File: config.mk
export PLATFORM = sky130hd
export DESIGN_NAME = hub_string_and_port_config
export DESIGN_NICKNAME = d
export VERILOG_FILES = /design/src/hw/hub_cfg_pkg.sv /design/src/hw/text_store.sv /design/src/hw/hub_string_and_port_config.sv
export SDC_FILE = /design/constraint.sdc
export NUM_CORES = 2
export LEC_CHECK = 0
export ABC_AREA = 0
export BUFFER_PORTS_ARGS = -buffer_cell sky130_fd_sc_hd__buf_4
export CORE_ASPECT_RATIO = 0.7
export CORE_MARGIN = 5
export CORE_UTILIZATION = 50
export DETAILED_ROUTE_END_ITERATION = 10
export PLACE_DENSITY = 0.77
export SLEW_MARGIN = 20
export SYNTH_ARGS = -nofsm -noshare
export SYNTH_HDL_FRONTEND = slang
export SYNTH_SLANG_ARGS = --single-unit
File: constraint.sdc
create_clock -name ref_clk -period 3.3 [get_ports ref_clk]
set_input_delay 0.165 -clock ref_clk [delete_from_list [all_inputs] [get_ports ref_clk]]
set_output_delay 0.165 -clock ref_clk [all_outputs]
set_load 0.01 [all_outputs]
File: src/hw/hub_cfg_pkg.sv
// Constants shared by the hub string and port configuration register bank
package hub_cfg_pkg;

    // ****************************************************************
    // Bus geometry
    // ****************************************************************
    localparam int ADDR_WIDTH = 10;
    localparam int DATA_WIDTH = 32;
    localparam int INDEX_WIDTH = 8;
    localparam int INDEX_LSB = 2;

    localparam logic [1:0] RESP_OKAY = 2'h0;
    localparam logic [1:0] RESP_DECERR = 2'h3;

    // ****************************************************************
    // Register indices (byte address is four times the index)
    // ****************************************************************
    localparam logic [7:0] PRODUCT_LENGTH_INDEX = 8'h14;
    localparam logic [7:0] SERIAL_LENGTH_INDEX = 8'h15;
    localparam logic [7:0] PRODUCT_TEXT_FIRST = 8'h54;
    localparam logic [7:0] PRODUCT_TEXT_LAST = 8'h91;
    localparam logic [7:0] SERIAL_TEXT_FIRST = 8'h92;
    localparam logic [7:0] SERIAL_TEXT_LAST = 8'hCF;
    localparam logic [7:0] CHARGING_ENABLE_INDEX = 8'hD0;
    localparam logic [7:0] UPSTREAM_BOOST_INDEX = 8'hF6;

    // ****************************************************************
    // Text storage
    // ****************************************************************
    localparam int CHAR_WIDTH = 16;
    localparam int CHAR_ADDR_WIDTH = 6;
    localparam int CHAR_DEPTH = 64;
    localparam logic [4:0] MAX_CHARS = 5'h1F;
    localparam logic [5:0] AREA_CHARS = 6'h1F;

    // ****************************************************************
    // Field layouts and reset values
    // ****************************************************************
    localparam int CHARGE_PORT_LSB = 1;
    localparam int CHARGE_PORT_MSB = 4;
    localparam int PORT_COUNT = 4;
    localparam int BOOST_MSB = 1;
    localparam logic [3:0] CHARGE_RESET = 4'h0;
    localparam logic [1:0] BOOST_RESET = 2'h0;
    localparam logic [4:0] LENGTH_RESET = 5'h00;

    // Drive strength codes
    localparam logic [1:0] BOOST_NORMAL = 2'h0;
    localparam logic [1:0] BOOST_LOW = 2'h1;
    localparam logic [1:0] BOOST_MEDIUM = 2'h2;
    localparam logic [1:0] BOOST_HIGH = 2'h3;

    typedef enum logic [1:0] {
        port_idle,
        port_axi_text,
        port_axi_resp,
        port_desc_text
    } port_state_type;

endpackage

File: src/hw/text_store.sv
// Character-wide text memory with byte write enables and registered read data
`timescale 1ns/1ps

module text_store
    import hub_cfg_pkg::*;
(
    input wire logic ref_clk,
    input wire logic write_low,
    input wire logic write_high,
    input wire logic [hub_cfg_pkg::CHAR_ADDR_WIDTH-1:0] write_addr,
    input wire logic [7:0] write_byte,
    input wire logic [hub_cfg_pkg::CHAR_ADDR_WIDTH-1:0] read_addr,
    output logic [hub_cfg_pkg::CHAR_WIDTH-1:0] read_char
);
    logic [CHAR_WIDTH-1:0] cells [0:CHAR_DEPTH-1];

    // Low byte sits at the even byte address, high byte right after it
    always_ff @(posedge ref_clk) begin
        if (write_low) begin
            cells[write_addr][7:0] <= write_byte;
        end
        if (write_high) begin
            cells[write_addr][15:8] <= write_byte;
        end
        read_char <= cells[read_addr];
    end

endmodule // text_store

File: src/hw/hub_string_and_port_config.sv
// AXI4-Lite register bank for hub string storage and port drive settings
//
// How it works
// (RL1) Product text at indices 54h-91h, UTF-16LE.
// (RL2) Serial text at indices 92h-CFh, UTF-16LE.
// (RL3) At most 31 characters, 62 bytes each.
// (RL4) Character low byte first, high byte next.
// (RL5) Characters packed in consecutive byte pairs.
// (RL6) Charging bits 1-4 enable downstream ports 1-4.
// (RL7) Charging bits 7,6,5,0 reserved, control nothing.
// (RL8) Boost field bits 1:0, bits 7:2 reserved.
// (RL9) Boost codes: normal, ~4%, ~8%, ~12%.
// (RL10) Software should keep boost at 00.
// (RL11) Product length at 14h, capped at 31.
//
// Implementation choice: the AXI4-Lite register port.
`timescale 1ns/1ps

module hub_string_and_port_config
    import hub_cfg_pkg::*;
(
    input wire logic ref_clk,
    input wire logic sys_rst,
    // AXI4-Lite slave
    input wire logic [hub_cfg_pkg::ADDR_WIDTH-1:0] s_axi_awaddr,
    input wire logic s_axi_awvalid,
    output logic s_axi_awready,
    input wire logic [hub_cfg_pkg::DATA_WIDTH-1:0] s_axi_wdata,
    input wire logic [3:0] s_axi_wstrb,
    input wire logic s_axi_wvalid,
    output logic s_axi_wready,
    output logic [1:0] s_axi_bresp,
    output logic s_axi_bvalid,
    input wire logic s_axi_bready,
    input wire logic [hub_cfg_pkg::ADDR_WIDTH-1:0] s_axi_araddr,
    input wire logic s_axi_arvalid,
    output logic s_axi_arready,
    output logic [hub_cfg_pkg::DATA_WIDTH-1:0] s_axi_rdata,
    output logic [1:0] s_axi_rresp,
    output logic s_axi_rvalid,
    input wire logic s_axi_rready,
    // String descriptor character fetch
    input wire logic desc_req_valid,
    output logic desc_req_ready,
    input wire logic desc_req_serial,
    input wire logic [4:0] desc_req_index,
    output logic desc_valid,
    output logic [hub_cfg_pkg::CHAR_WIDTH-1:0] desc_char,
    output logic desc_in_range,
    output logic [4:0] desc_length,
    // Port configuration outputs
    output logic [hub_cfg_pkg::PORT_COUNT-1:0] port_charge_enable,
    output logic [1:0] drive_boost_level
);

    // ****************************************************************
    // Decode helpers
    // ****************************************************************

    function automatic logic is_text(input logic [INDEX_WIDTH-1:0] idx);
        is_text = (idx >= PRODUCT_TEXT_FIRST) && (idx <= SERIAL_TEXT_LAST);
    endfunction

    // Both areas are one packed byte run, so one offset covers them
    function automatic logic [6:0] text_offset(input logic [INDEX_WIDTH-1:0] idx);
        logic [INDEX_WIDTH-1:0] diff;
        diff = idx - PRODUCT_TEXT_FIRST;
        text_offset = diff[6:0];
    endfunction

    function automatic logic is_mapped(input logic [INDEX_WIDTH-1:0] idx);
        is_mapped = is_text(idx) || (idx == PRODUCT_LENGTH_INDEX) || (idx == SERIAL_LENGTH_INDEX)
            || (idx == CHARGING_ENABLE_INDEX) || (idx == UPSTREAM_BOOST_INDEX);
    endfunction

    // Counts above the area size are cut to the largest legal length
    function automatic logic [4:0] clamp_length(input logic [7:0] value);
        clamp_length = (value > {3'h0, MAX_CHARS}) ? MAX_CHARS : value[4:0];
    endfunction

    // ****************************************************************
    // State
    // ****************************************************************

    port_state_type state;
    port_state_type next_state;

    logic aw_held;
    logic w_held;
    logic [INDEX_WIDTH-1:0] aw_index;
    logic [7:0] w_byte;
    logic w_lane;

    logic [4:0] product_text_length;
    logic [4:0] serial_text_length;
    logic [CHARGE_PORT_MSB:CHARGE_PORT_LSB] charging_port_enable;
    logic [BOOST_MSB:0] upstream_drive_boost;

    logic rd_byte_high;
    logic desc_range_held;
    logic [CHAR_WIDTH-1:0] mem_char;

    // ****************************************************************
    // Write channel decode
    // ****************************************************************

    wire [INDEX_WIDTH-1:0] next_aw_index = s_axi_awaddr[INDEX_LSB +: INDEX_WIDTH];
    wire take_aw = s_axi_awvalid && s_axi_awready;
    wire take_w = s_axi_wvalid && s_axi_wready;
    wire do_write = aw_held && w_held && !s_axi_bvalid;
    wire write_hit = is_mapped(aw_index);
    wire write_en = do_write && w_lane && write_hit;
    wire [6:0] wr_offset = text_offset(aw_index);
    wire wr_text = write_en && is_text(aw_index);
    wire wr_low = wr_text && !wr_offset[0]; // see (RL4)
    wire wr_high = wr_text && wr_offset[0]; // see (RL4)
    wire [CHAR_ADDR_WIDTH-1:0] wr_char_addr = wr_offset[6:1]; // see (RL5)

    assign s_axi_awready = !aw_held;
    assign s_axi_wready = !w_held;

    // ****************************************************************
    // Read channel and descriptor arbitration
    // ****************************************************************

    wire [INDEX_WIDTH-1:0] ar_index = s_axi_araddr[INDEX_LSB +: INDEX_WIDTH];
    wire [6:0] rd_offset = text_offset(ar_index);
    wire take_ar = s_axi_arvalid && s_axi_arready;
    wire ar_text = take_ar && is_text(ar_index);
    wire take_desc = desc_req_valid && desc_req_ready;

    assign s_axi_arready = (state == port_idle);
    // Bus reads win the shared read port; the fetch waits until the read data is taken and port_idle returns
    assign desc_req_ready = (state == port_idle) && !s_axi_arvalid;

    // Serial characters start 31 character slots after product ones
    wire [5:0] desc_char_addr = desc_req_serial ? (6'(desc_req_index) + AREA_CHARS) : 6'(desc_req_index);
    wire [4:0] desc_len_sel = desc_req_serial ? serial_text_length : product_text_length;
    wire desc_hit = desc_req_index < desc_len_sel; // see (RL3) (RL11)

    wire [CHAR_ADDR_WIDTH-1:0] rd_char_addr = (state == port_idle && s_axi_arvalid) ? rd_offset[6:1] : desc_char_addr;

    wire [7:0] reg_byte =
        (ar_index == PRODUCT_LENGTH_INDEX) ? {3'h0, product_text_length} :
        (ar_index == SERIAL_LENGTH_INDEX) ? {3'h0, serial_text_length} :
        (ar_index == CHARGING_ENABLE_INDEX) ? {3'h0, charging_port_enable, 1'b0} : // see (RL7)
        (ar_index == UPSTREAM_BOOST_INDEX) ? {6'h00, upstream_drive_boost} : // see (RL8)
        8'h00;

    wire [7:0] mem_byte = rd_byte_high ? mem_char[15:8] : mem_char[7:0]; // see (RL4)

    text_store store (
        .ref_clk(ref_clk),
        .write_low(wr_low),
        .write_high(wr_high),
        .write_addr(wr_char_addr),
        .write_byte(w_byte),
        .read_addr(rd_char_addr),
        .read_char(mem_char)
    );

    // ****************************************************************
    // Read sequencer
    // ****************************************************************

    always_comb begin
        next_state = state;
        unique case (state)
            port_idle: begin
                if (ar_text) begin
                    next_state = port_axi_text;
                end else if (take_ar) begin
                    next_state = port_axi_resp;
                end else if (take_desc) begin
                    next_state = port_desc_text;
                end
            end
            port_axi_text: begin
                next_state = port_axi_resp;
            end
            port_axi_resp: begin
                if (s_axi_rready) begin
                    next_state = port_idle;
                end
            end
            port_desc_text: begin
                next_state = port_idle;
            end
        endcase
    end

    always_ff @(posedge ref_clk) begin
        if (sys_rst) begin
            state <= port_idle;
        end else begin
            state <= next_state;
        end
    end

    always_ff @(posedge ref_clk) begin
        if (sys_rst) begin
            s_axi_rvalid <= 1'b0;
            s_axi_rdata <= 32'h0000_0000;
            s_axi_rresp <= RESP_OKAY;
            rd_byte_high <= 1'b0;
        end else if (take_ar) begin
            s_axi_rvalid <= !is_text(ar_index);
            s_axi_rdata <= {24'h00_0000, reg_byte};
            s_axi_rresp <= is_mapped(ar_index) ? RESP_OKAY : RESP_DECERR;
            rd_byte_high <= rd_offset[0];
        end else if (state == port_axi_text) begin
            s_axi_rvalid <= 1'b1;
            s_axi_rdata <= {24'h00_0000, mem_byte};
        end else if (s_axi_rvalid && s_axi_rready) begin
            s_axi_rvalid <= 1'b0;
        end
    end

    // ****************************************************************
    // Descriptor answer
    // ****************************************************************

    always_ff @(posedge ref_clk) begin
        if (sys_rst) begin
            desc_valid <= 1'b0;
            desc_char <= 16'h0000;
            desc_in_range <= 1'b0;
            desc_length <= 5'h00;
            desc_range_held <= 1'b0;
        end else begin
            desc_valid <= (state == port_desc_text);
            if (take_desc) begin
                desc_range_held <= desc_hit;
                desc_length <= desc_len_sel;
            end
            if (state == port_desc_text) begin
                // Characters past the programmed length read as zero
                desc_char <= desc_range_held ? mem_char : 16'h0000; // see (RL1) (RL2) (RL11)
                desc_in_range <= desc_range_held;
            end
        end
    end

    // ****************************************************************
    // Write channel
    // ****************************************************************

    always_ff @(posedge ref_clk) begin
        if (sys_rst) begin
            aw_held <= 1'b0;
            aw_index <= 8'h00;
        end else if (take_aw) begin
            aw_held <= 1'b1;
            aw_index <= next_aw_index;
        end else if (do_write) begin
            aw_held <= 1'b0;
        end
    end

    always_ff @(posedge ref_clk) begin
        if (sys_rst) begin
            w_held <= 1'b0;
            w_byte <= 8'h00;
            w_lane <= 1'b0;
        end else if (take_w) begin
            w_held <= 1'b1;
            w_byte <= s_axi_wdata[7:0];
            w_lane <= s_axi_wstrb[0];
        end else if (do_write) begin
            w_held <= 1'b0;
        end
    end

    always_ff @(posedge ref_clk) begin
        if (sys_rst) begin
            s_axi_bvalid <= 1'b0;
            s_axi_bresp <= RESP_OKAY;
        end else if (do_write) begin
            s_axi_bvalid <= 1'b1;
            s_axi_bresp <= write_hit ? RESP_OKAY : RESP_DECERR;
        end else if (s_axi_bready) begin
            s_axi_bvalid <= 1'b0;
        end
    end

    // ****************************************************************
    // Configuration registers
    // ****************************************************************

    always_ff @(posedge ref_clk) begin
        if (sys_rst) begin
            product_text_length <= LENGTH_RESET;
            serial_text_length <= LENGTH_RESET;
        end else if (write_en) begin
            if (aw_index == PRODUCT_LENGTH_INDEX) begin
                product_text_length <= clamp_length(w_byte); // see (RL11) (RL3)
            end
            if (aw_index == SERIAL_LENGTH_INDEX) begin
                serial_text_length <= clamp_length(w_byte); // see (RL3)
            end
        end
    end

    // Reset leaves boost at normal drive so a fresh hub stays compliant
    always_ff @(posedge ref_clk) begin
        if (sys_rst) begin
            charging_port_enable <= CHARGE_RESET;
            upstream_drive_boost <= BOOST_RESET; // see (RL10)
        end else if (write_en) begin
            if (aw_index == CHARGING_ENABLE_INDEX) begin
                charging_port_enable <= w_byte[CHARGE_PORT_MSB:CHARGE_PORT_LSB]; // see (RL6) (RL7)
            end
            if (aw_index == UPSTREAM_BOOST_INDEX) begin
                upstream_drive_boost <= w_byte[BOOST_MSB:0]; // see (RL8)
            end
        end
    end

    // ****************************************************************
    // Port outputs
    // ****************************************************************

    assign port_charge_enable = charging_port_enable; // see (RL6)
    // Codes pass straight through: 0 normal, 1 low, 2 medium, 3 high
    assign drive_boost_level = upstream_drive_boost; // see (RL9)

endmodule // hub_string_and_port_config

### Yosys cells after proc, flatten, opt, wreduce, memory -nomap -nowiden

Memories as Yosys holds them, arrays and structs flattened. A register that Yosys moved wholly into a read port is not among the register bits.
Cells that the tools add are included.

* flip-flop bits (word level): 76
* bits in latches: 0
* memory bits (writable): 1024
* bits in read-only memories: 0
* output and inout port bits: 71
* logic and storage cells: 116
* memories kept: 1

* $add $sub $neg: 3
* $mul: 0
* div/mod/pow operators: 0
* order comparisons: 6
* equal/unequal tests: 13
* shift-type cells: 0
* muxes and demuxes: 31
* bitwise logic cells: 0
* reductions and logical operators: 41

Memories
* store.cells: words 64, width 16, rd ports 1, clocked after memory_dff 1, wr ports 1, RTL line text_store.sv:15 `logic [CHAR_WIDTH-1:0] cells [0:CHAR_DEPTH-1];`

Operators with widths (count)
* equality test 8 x 5 -> 1 bit, second input constant: 4
* equality test 8 bit, second input constant: 4
* two-way mux 5 bit: 5
* two-way mux 8 bit: 3
* greater-or-equal comparator 8 x 7 -> 1 bit, second input constant: 2
* <= comparator 8 bit, second input constant: 2
* logical AND 1 bit: 16
* two-way mux 16 bit: 1
* two-way mux 2 bit: 7
* subtractor 7 bit, second input constant: 2
* two-way mux 1 bit: 12
* two-way mux 6 bit: 2
* AND reduction 2 bit: 5
* greater-than comparator 8 x 5 -> 1 bit, second input constant: 1
* logical OR 1 bit: 8
* one-hot mux 2 bit (4 select lines): 1
* nonzero test 2 bit: 4
* adder 5 x 5 -> 6 bit, second input constant: 1
* logical NOT 1 bit: 6
* < comparator 5 bit: 1
* equality test 2 bit, second input constant: 2
* != test 4 x 1 -> 1 bit, second input constant: 1
* nonzero test 3 bit: 1
* equality test 2 x 1 -> 1 bit, second input constant: 1
* other kinds (2): 2

### Logic depth before layout (Yosys ltp)

* depth after elaboration: 11
* depth in mapped cells: 12
* mapped depth without buffers: 9

### Cells and area by module

Synthesis repeated with hierarchy kept, for this count alone.

* cells, all modules: 2367
* area, all modules: 44152.3 um2

By module, submodules not included
* text_store: times used 1, cells each 1905, area each 40303.7 um2, sequential area each 31069.8 um2
* hub_string_and_port_config: times used 1, cells each 462, area each 3848.7 um2, sequential area each 1481.4 um2

### Least setup slack after synthesis

OpenSTA, ideal clock, no wires.

* path type: reg2reg
* from: register w_byte[7]
* to: register product_text_length[1]
* library setup time: 87 ps
* arrival: 2554 ps
* required time: 3213 ps
* path slack: 660 ps
* cell stages (with the launch flop): 4
* clock period less this slack: 2640 ps
* cell sequence: dfxtp_1 or3_1 nor2_1 a211oi_1

* word-level cells in the longest chain between the ends: 2

Ends and longest elaborated chain
* from (decl): RTL line hub_string_and_port_config.sv:91 `logic [7:0] w_byte;`
* from (signal assigned): RTL line hub_string_and_port_config.sv:267 `w_byte <= s_axi_wdata[7:0];`
* greater-than comparator 8 x 5 -> 1 bit: RTL line hub_string_and_port_config.sv:78 `clamp_length = (value > {3'h0, MAX_CHARS}) ? MAX_CHARS : value[4:0];`
* two-way mux 5 bit: RTL line hub_string_and_port_config.sv:78
* to (signal assigned): RTL line hub_string_and_port_config.sv:296 `product_text_length <= clamp_length(w_byte);`
* to (decl): RTL line hub_string_and_port_config.sv:94 `logic [4:0] product_text_length;`

No other way between the ends.
A chain may end at the register's enable or synchronous reset.

### Worst setup path after layout

* from: register state[1]
* to: register store.read_char[11] (netlist bit), read port of store.cells

* word-level cells in the longest chain between the ends: 3

Ends and longest elaborated chain
* from (decl): RTL line hub_string_and_port_config.sv:85 `port_state_type state;`
* from (signal assigned): RTL line hub_string_and_port_config.sv:194 `state <= port_idle;`
* from (signal assigned): RTL line hub_string_and_port_config.sv:196 `state <= next_state;`
* logical NOT 2 bit: RTL line hub_string_and_port_config.sv:141 `wire [CHAR_ADDR_WIDTH-1:0] rd_char_addr = (state == port_idle && s_axi_arvalid) ? rd_offset[6:1] : desc_char_a ...`
* logical AND 1 bit: RTL line hub_string_and_port_config.sv:141
* two-way mux 6 bit: RTL line hub_string_and_port_config.sv:141
* to (decl): RTL line text_store.sv:13 `output logic [hub_cfg_pkg::CHAR_WIDTH-1:0] read_char`

No other way between the ends.

==> summary.md <==
| Metric | Value |
|---|---|
| Vias in the first global route | 26,340 |
| Initial Util | 50.24% |
| DRC viols | 0 |
| Reg2reg start | state[1]$_SDFFE_PP0P_ |
| Syn_area_per_cell | 15.13 um^2 |
| Max Root-Sink Buffers | 3 |
| First-pass GRT wire length | 168,000 um |
| RSZ-0062 raised after global routing | false |
| Setup Slack @ Placement | 0.1881 ns |
| Total Routing Usage GR | 23.20% |
| Lkg Pwr | 17.20 nW |
| Pwr Total | 30.44 mW |
| Core ar. | 89,670 um^2 |
| HP Start | sys_rst |
| Commonest non-fill, non-tap cells in the layout | edfxtp_1 (1,024), nand2_1 (342), buf_4 (224), mux2i_1 (216), nor2_1 (200) |
| Number of max-cap violations | 0 |
| Die ar. | 96,290 um^2 |
| Port bufs | 85 |
| Yosys warnings | 0 |
| Worst hold-check path type | primary input to register |
| Final nets | 3,273 |
| Antenna fix cells | 0 |
| Post-DR wirelength/cell | 25.80 um |
| H-Tree Depth | 3 |
| # clock sinks | 1,114 |
| Synth async-reset ratio | 0% |
| Post-route ant nets | 0 |
| CP Max Fanout | 23 |
| Root buffer cell | clkbuf_16 |
| Cells after synthesis | 2,977 |
| CP Class | register to register |
| Row count | 92 |
| Startpoint types | register |
| Dpl cells | 4,231 |
| Main flop type after synthesis | edfxtp_1 |
| Clock-pin transition on the worst setup and hold timing paths | 0.07 ns |
| Tmin final | 3.211 ns |
| Worst Clk Skew | 0.01935 ns |
| Worst EP arrival | 3.75 ns |
| Initial antenna violation count | 2 |
| Element type at the critical path end | register |
| Most common cell after layout, fill and taps aside | edfxtp_1 |
| Clk Latency, worst-skew pair | 0.68 ns |
| Pins Over Slew Limit | 0 |
| Worst endpoint required time | 3.84 ns |
| Setup crit start | state[1]$_SDFFE_PP0P_ |
| Initial drt markers | 4,205 |
| Routability cong. | 0.8951 |
| Drt pass-1 iters | 5 |
| Slew headroom | 31.96% |
| Die width | 368.8 um |
| Post-DP HPWL | 70,160 um |
| Seq cells post-synth | 1,114 |
| GRT overflow | 0 |
| Hold Fails Final Rpt | 0 |
| Layout fillers | 6,497 |
| Sequential cell area fraction in the yosys report | 72.26% |
| Cell Chain, Critical Path | or3b_2 -> a31o_4 -> nor2_2 -> buf_4 -> a32o_1 -> o22ai_1 -> a22oi_1 -> a31oi_1 |
| TritonCTS clock tree | yes |
| Mapped Area | 45,050 um^2 |
| Slowest cell on crit path | or3b_2 |
| Post-route setup TNS | 0 ns |
| Area delta synth->final | 13.73% |
| Yosys cell types | 75 |
| Die height | 261.1 um |
| Slew @ Worst Pin | 1.019 ns |
| Post-synth EDFFs | 1,024 |
| Non-Filler Instances | 4,446 |
| VDD IR max | 0.6551 mV |
| Clock buffer count from CTS | 93 |
| Worst stage delay on the critical path | 0.64 ns |
| Ports | 141 |
| Final Cycle Share | 97.30% |
| Final worst setup slack | 0.08920 ns |
| Via count | 27,490 |
| Vias/cell | 6.184 |
| Largest net degree at the start of global routing | 114 |
| WL final | 114,700 um |
| Final setup viols | 0 |
| Pwr Density | 594.1 nW/um^2 |
| Worst hold slack | 0.03736 ns |
| Share of cells above drive strength 1 | 15.68% |
| FMAX | 311.4 MHz |
| Status | finished, final reports clean |
==> sequential cells by signal, summed over array words and instances (netlist names), 2 cells and up <==
register,count
desc_length,5
aw_index,8
serial_text_length,5
state,2
store.cells,1024
desc_char,16
port_charge_enable,4
store.read_char,16
product_text_length,5
w_byte,8
drive_boost_level,2
s_axi_rdata,8
==> critical path, delay by kind of cell (launching register included) <==
kind / cells / cell delay (ns)
compound gates: 5 / 1.45
simple gates: 2 / 0.90
flops: 1 / 0.39
buf+inv: 1 / 0.31
==> power by group <==
| group | internal (mW) | switching (mW) |
|---|---|---|
| Clock | 5.78 | 4.94 |
| Combinational | 1.48 | 2.38 |
| Sequential | 15.5 | 0.311 |
==> final timing paths <==
| path | to | slack, ns | cells past startpoint |
|---|---|---|---|
| worst max-delay path | store.read_char[11]$_DFF_P_ | 0.09 | 8 |
| worst min register to register | desc_char[11]$_SDFFE_PP0P_ | 0.46 | 2 |
| worst max register to register | store.read_char[11]$_DFF_P_ | 0.09 | 8 |
| worst min-delay path | s_axi_rdata[2]$_SDFFE_PP0P_ | 0.04 | 2 |
==> layer usage <==
metal / part of all wire [%] / GRT usage, %
met3: 12 / 5.865
met5: 0 / 0
met4: 2.4 / 5.707
met1: 40 / 33.55
met2: 46 / 35.76
==> synth_stat cells, types with 31 or more instances <==
| cell type | count | area [um^2] |
|---|---|---|
| buf_4 | 42 | 315.3 |
| nand3_1 | 94 | 470.5 |
| dfxtp_1 | 90 | 1802 |
| a31oi_1 | 35 | 219.0 |
| inv_1 | 39 | 146.4 |
| nor3_1 | 37 | 185.2 |
| a211oi_1 | 101 | 758.2 |
| nor2_1 | 202 | 758.2 |
| edfxtp_1 | 1024 | 30750 |
| a22oi_1 | 31 | 232.7 |
| and3_1 | 37 | 231.5 |
| o21ai_0 | 42 | 210.2 |
| mux4_2 | 75 | 1689 |
| a21oi_1 | 88 | 440.4 |
| clkbuf_1 | 97 | 364.1 |
| buf_2 | 64 | 320.3 |
| mux2i_1 | 216 | 2162 |
| nand2_1 | 342 | 1284 |
==> cell families after synthesis <==
family | after synthesis | synth area share, %
flops | 1114 | 72.26
simple gates | 819 | 8.257
compound gates | 452 | 7.105
mux | 308 | 8.974
buf+inv | 267 | 3.019
fa+ha+maj | 8 | 0.2222
xor+xnor | 8 | 0.1555
other cells | 1 | 0.008324
==> cell type report <==
cell class / count / area, um^2 / share of cell area (%)
clock inverters: 49 / 350.3 / 0.6838
inverters: 39 / 146.4 / 0.2857
well taps: 1175 / 1470 / 2.869
clock buffers: 122 / 2555 / 4.987
flip-flops and latches: 1114 / 32580 / 63.59
repair buffers: 296 / 2683 / 5.236
multi-input cells: 1651 / 11450 / 22.35
==> per-stage QoR <==
step / cell area, um^2 / util, %
final: 51230 / 57.14
after global routing: 51230 / 57.14
after CTS: 51220 / 57.12
after detailed placement: 47880 / 53.39
after global placement: 47880 / 53.39
after floorplan: 45250 / -
==> timing repair <==
| action | 4_1_cts | 5_1_grt |
|---|---|---|
| endpoints found under the hold margin | 26 | 0 |
| gates resized for setup | 0 | 2 |
| hold buffers | 44 | 0 |
| setup buffers | 0 | 0 |
| endpoints found under the setup margin | 0 | 1 |
Note: power is estimated with default switching activity, not from simulation.
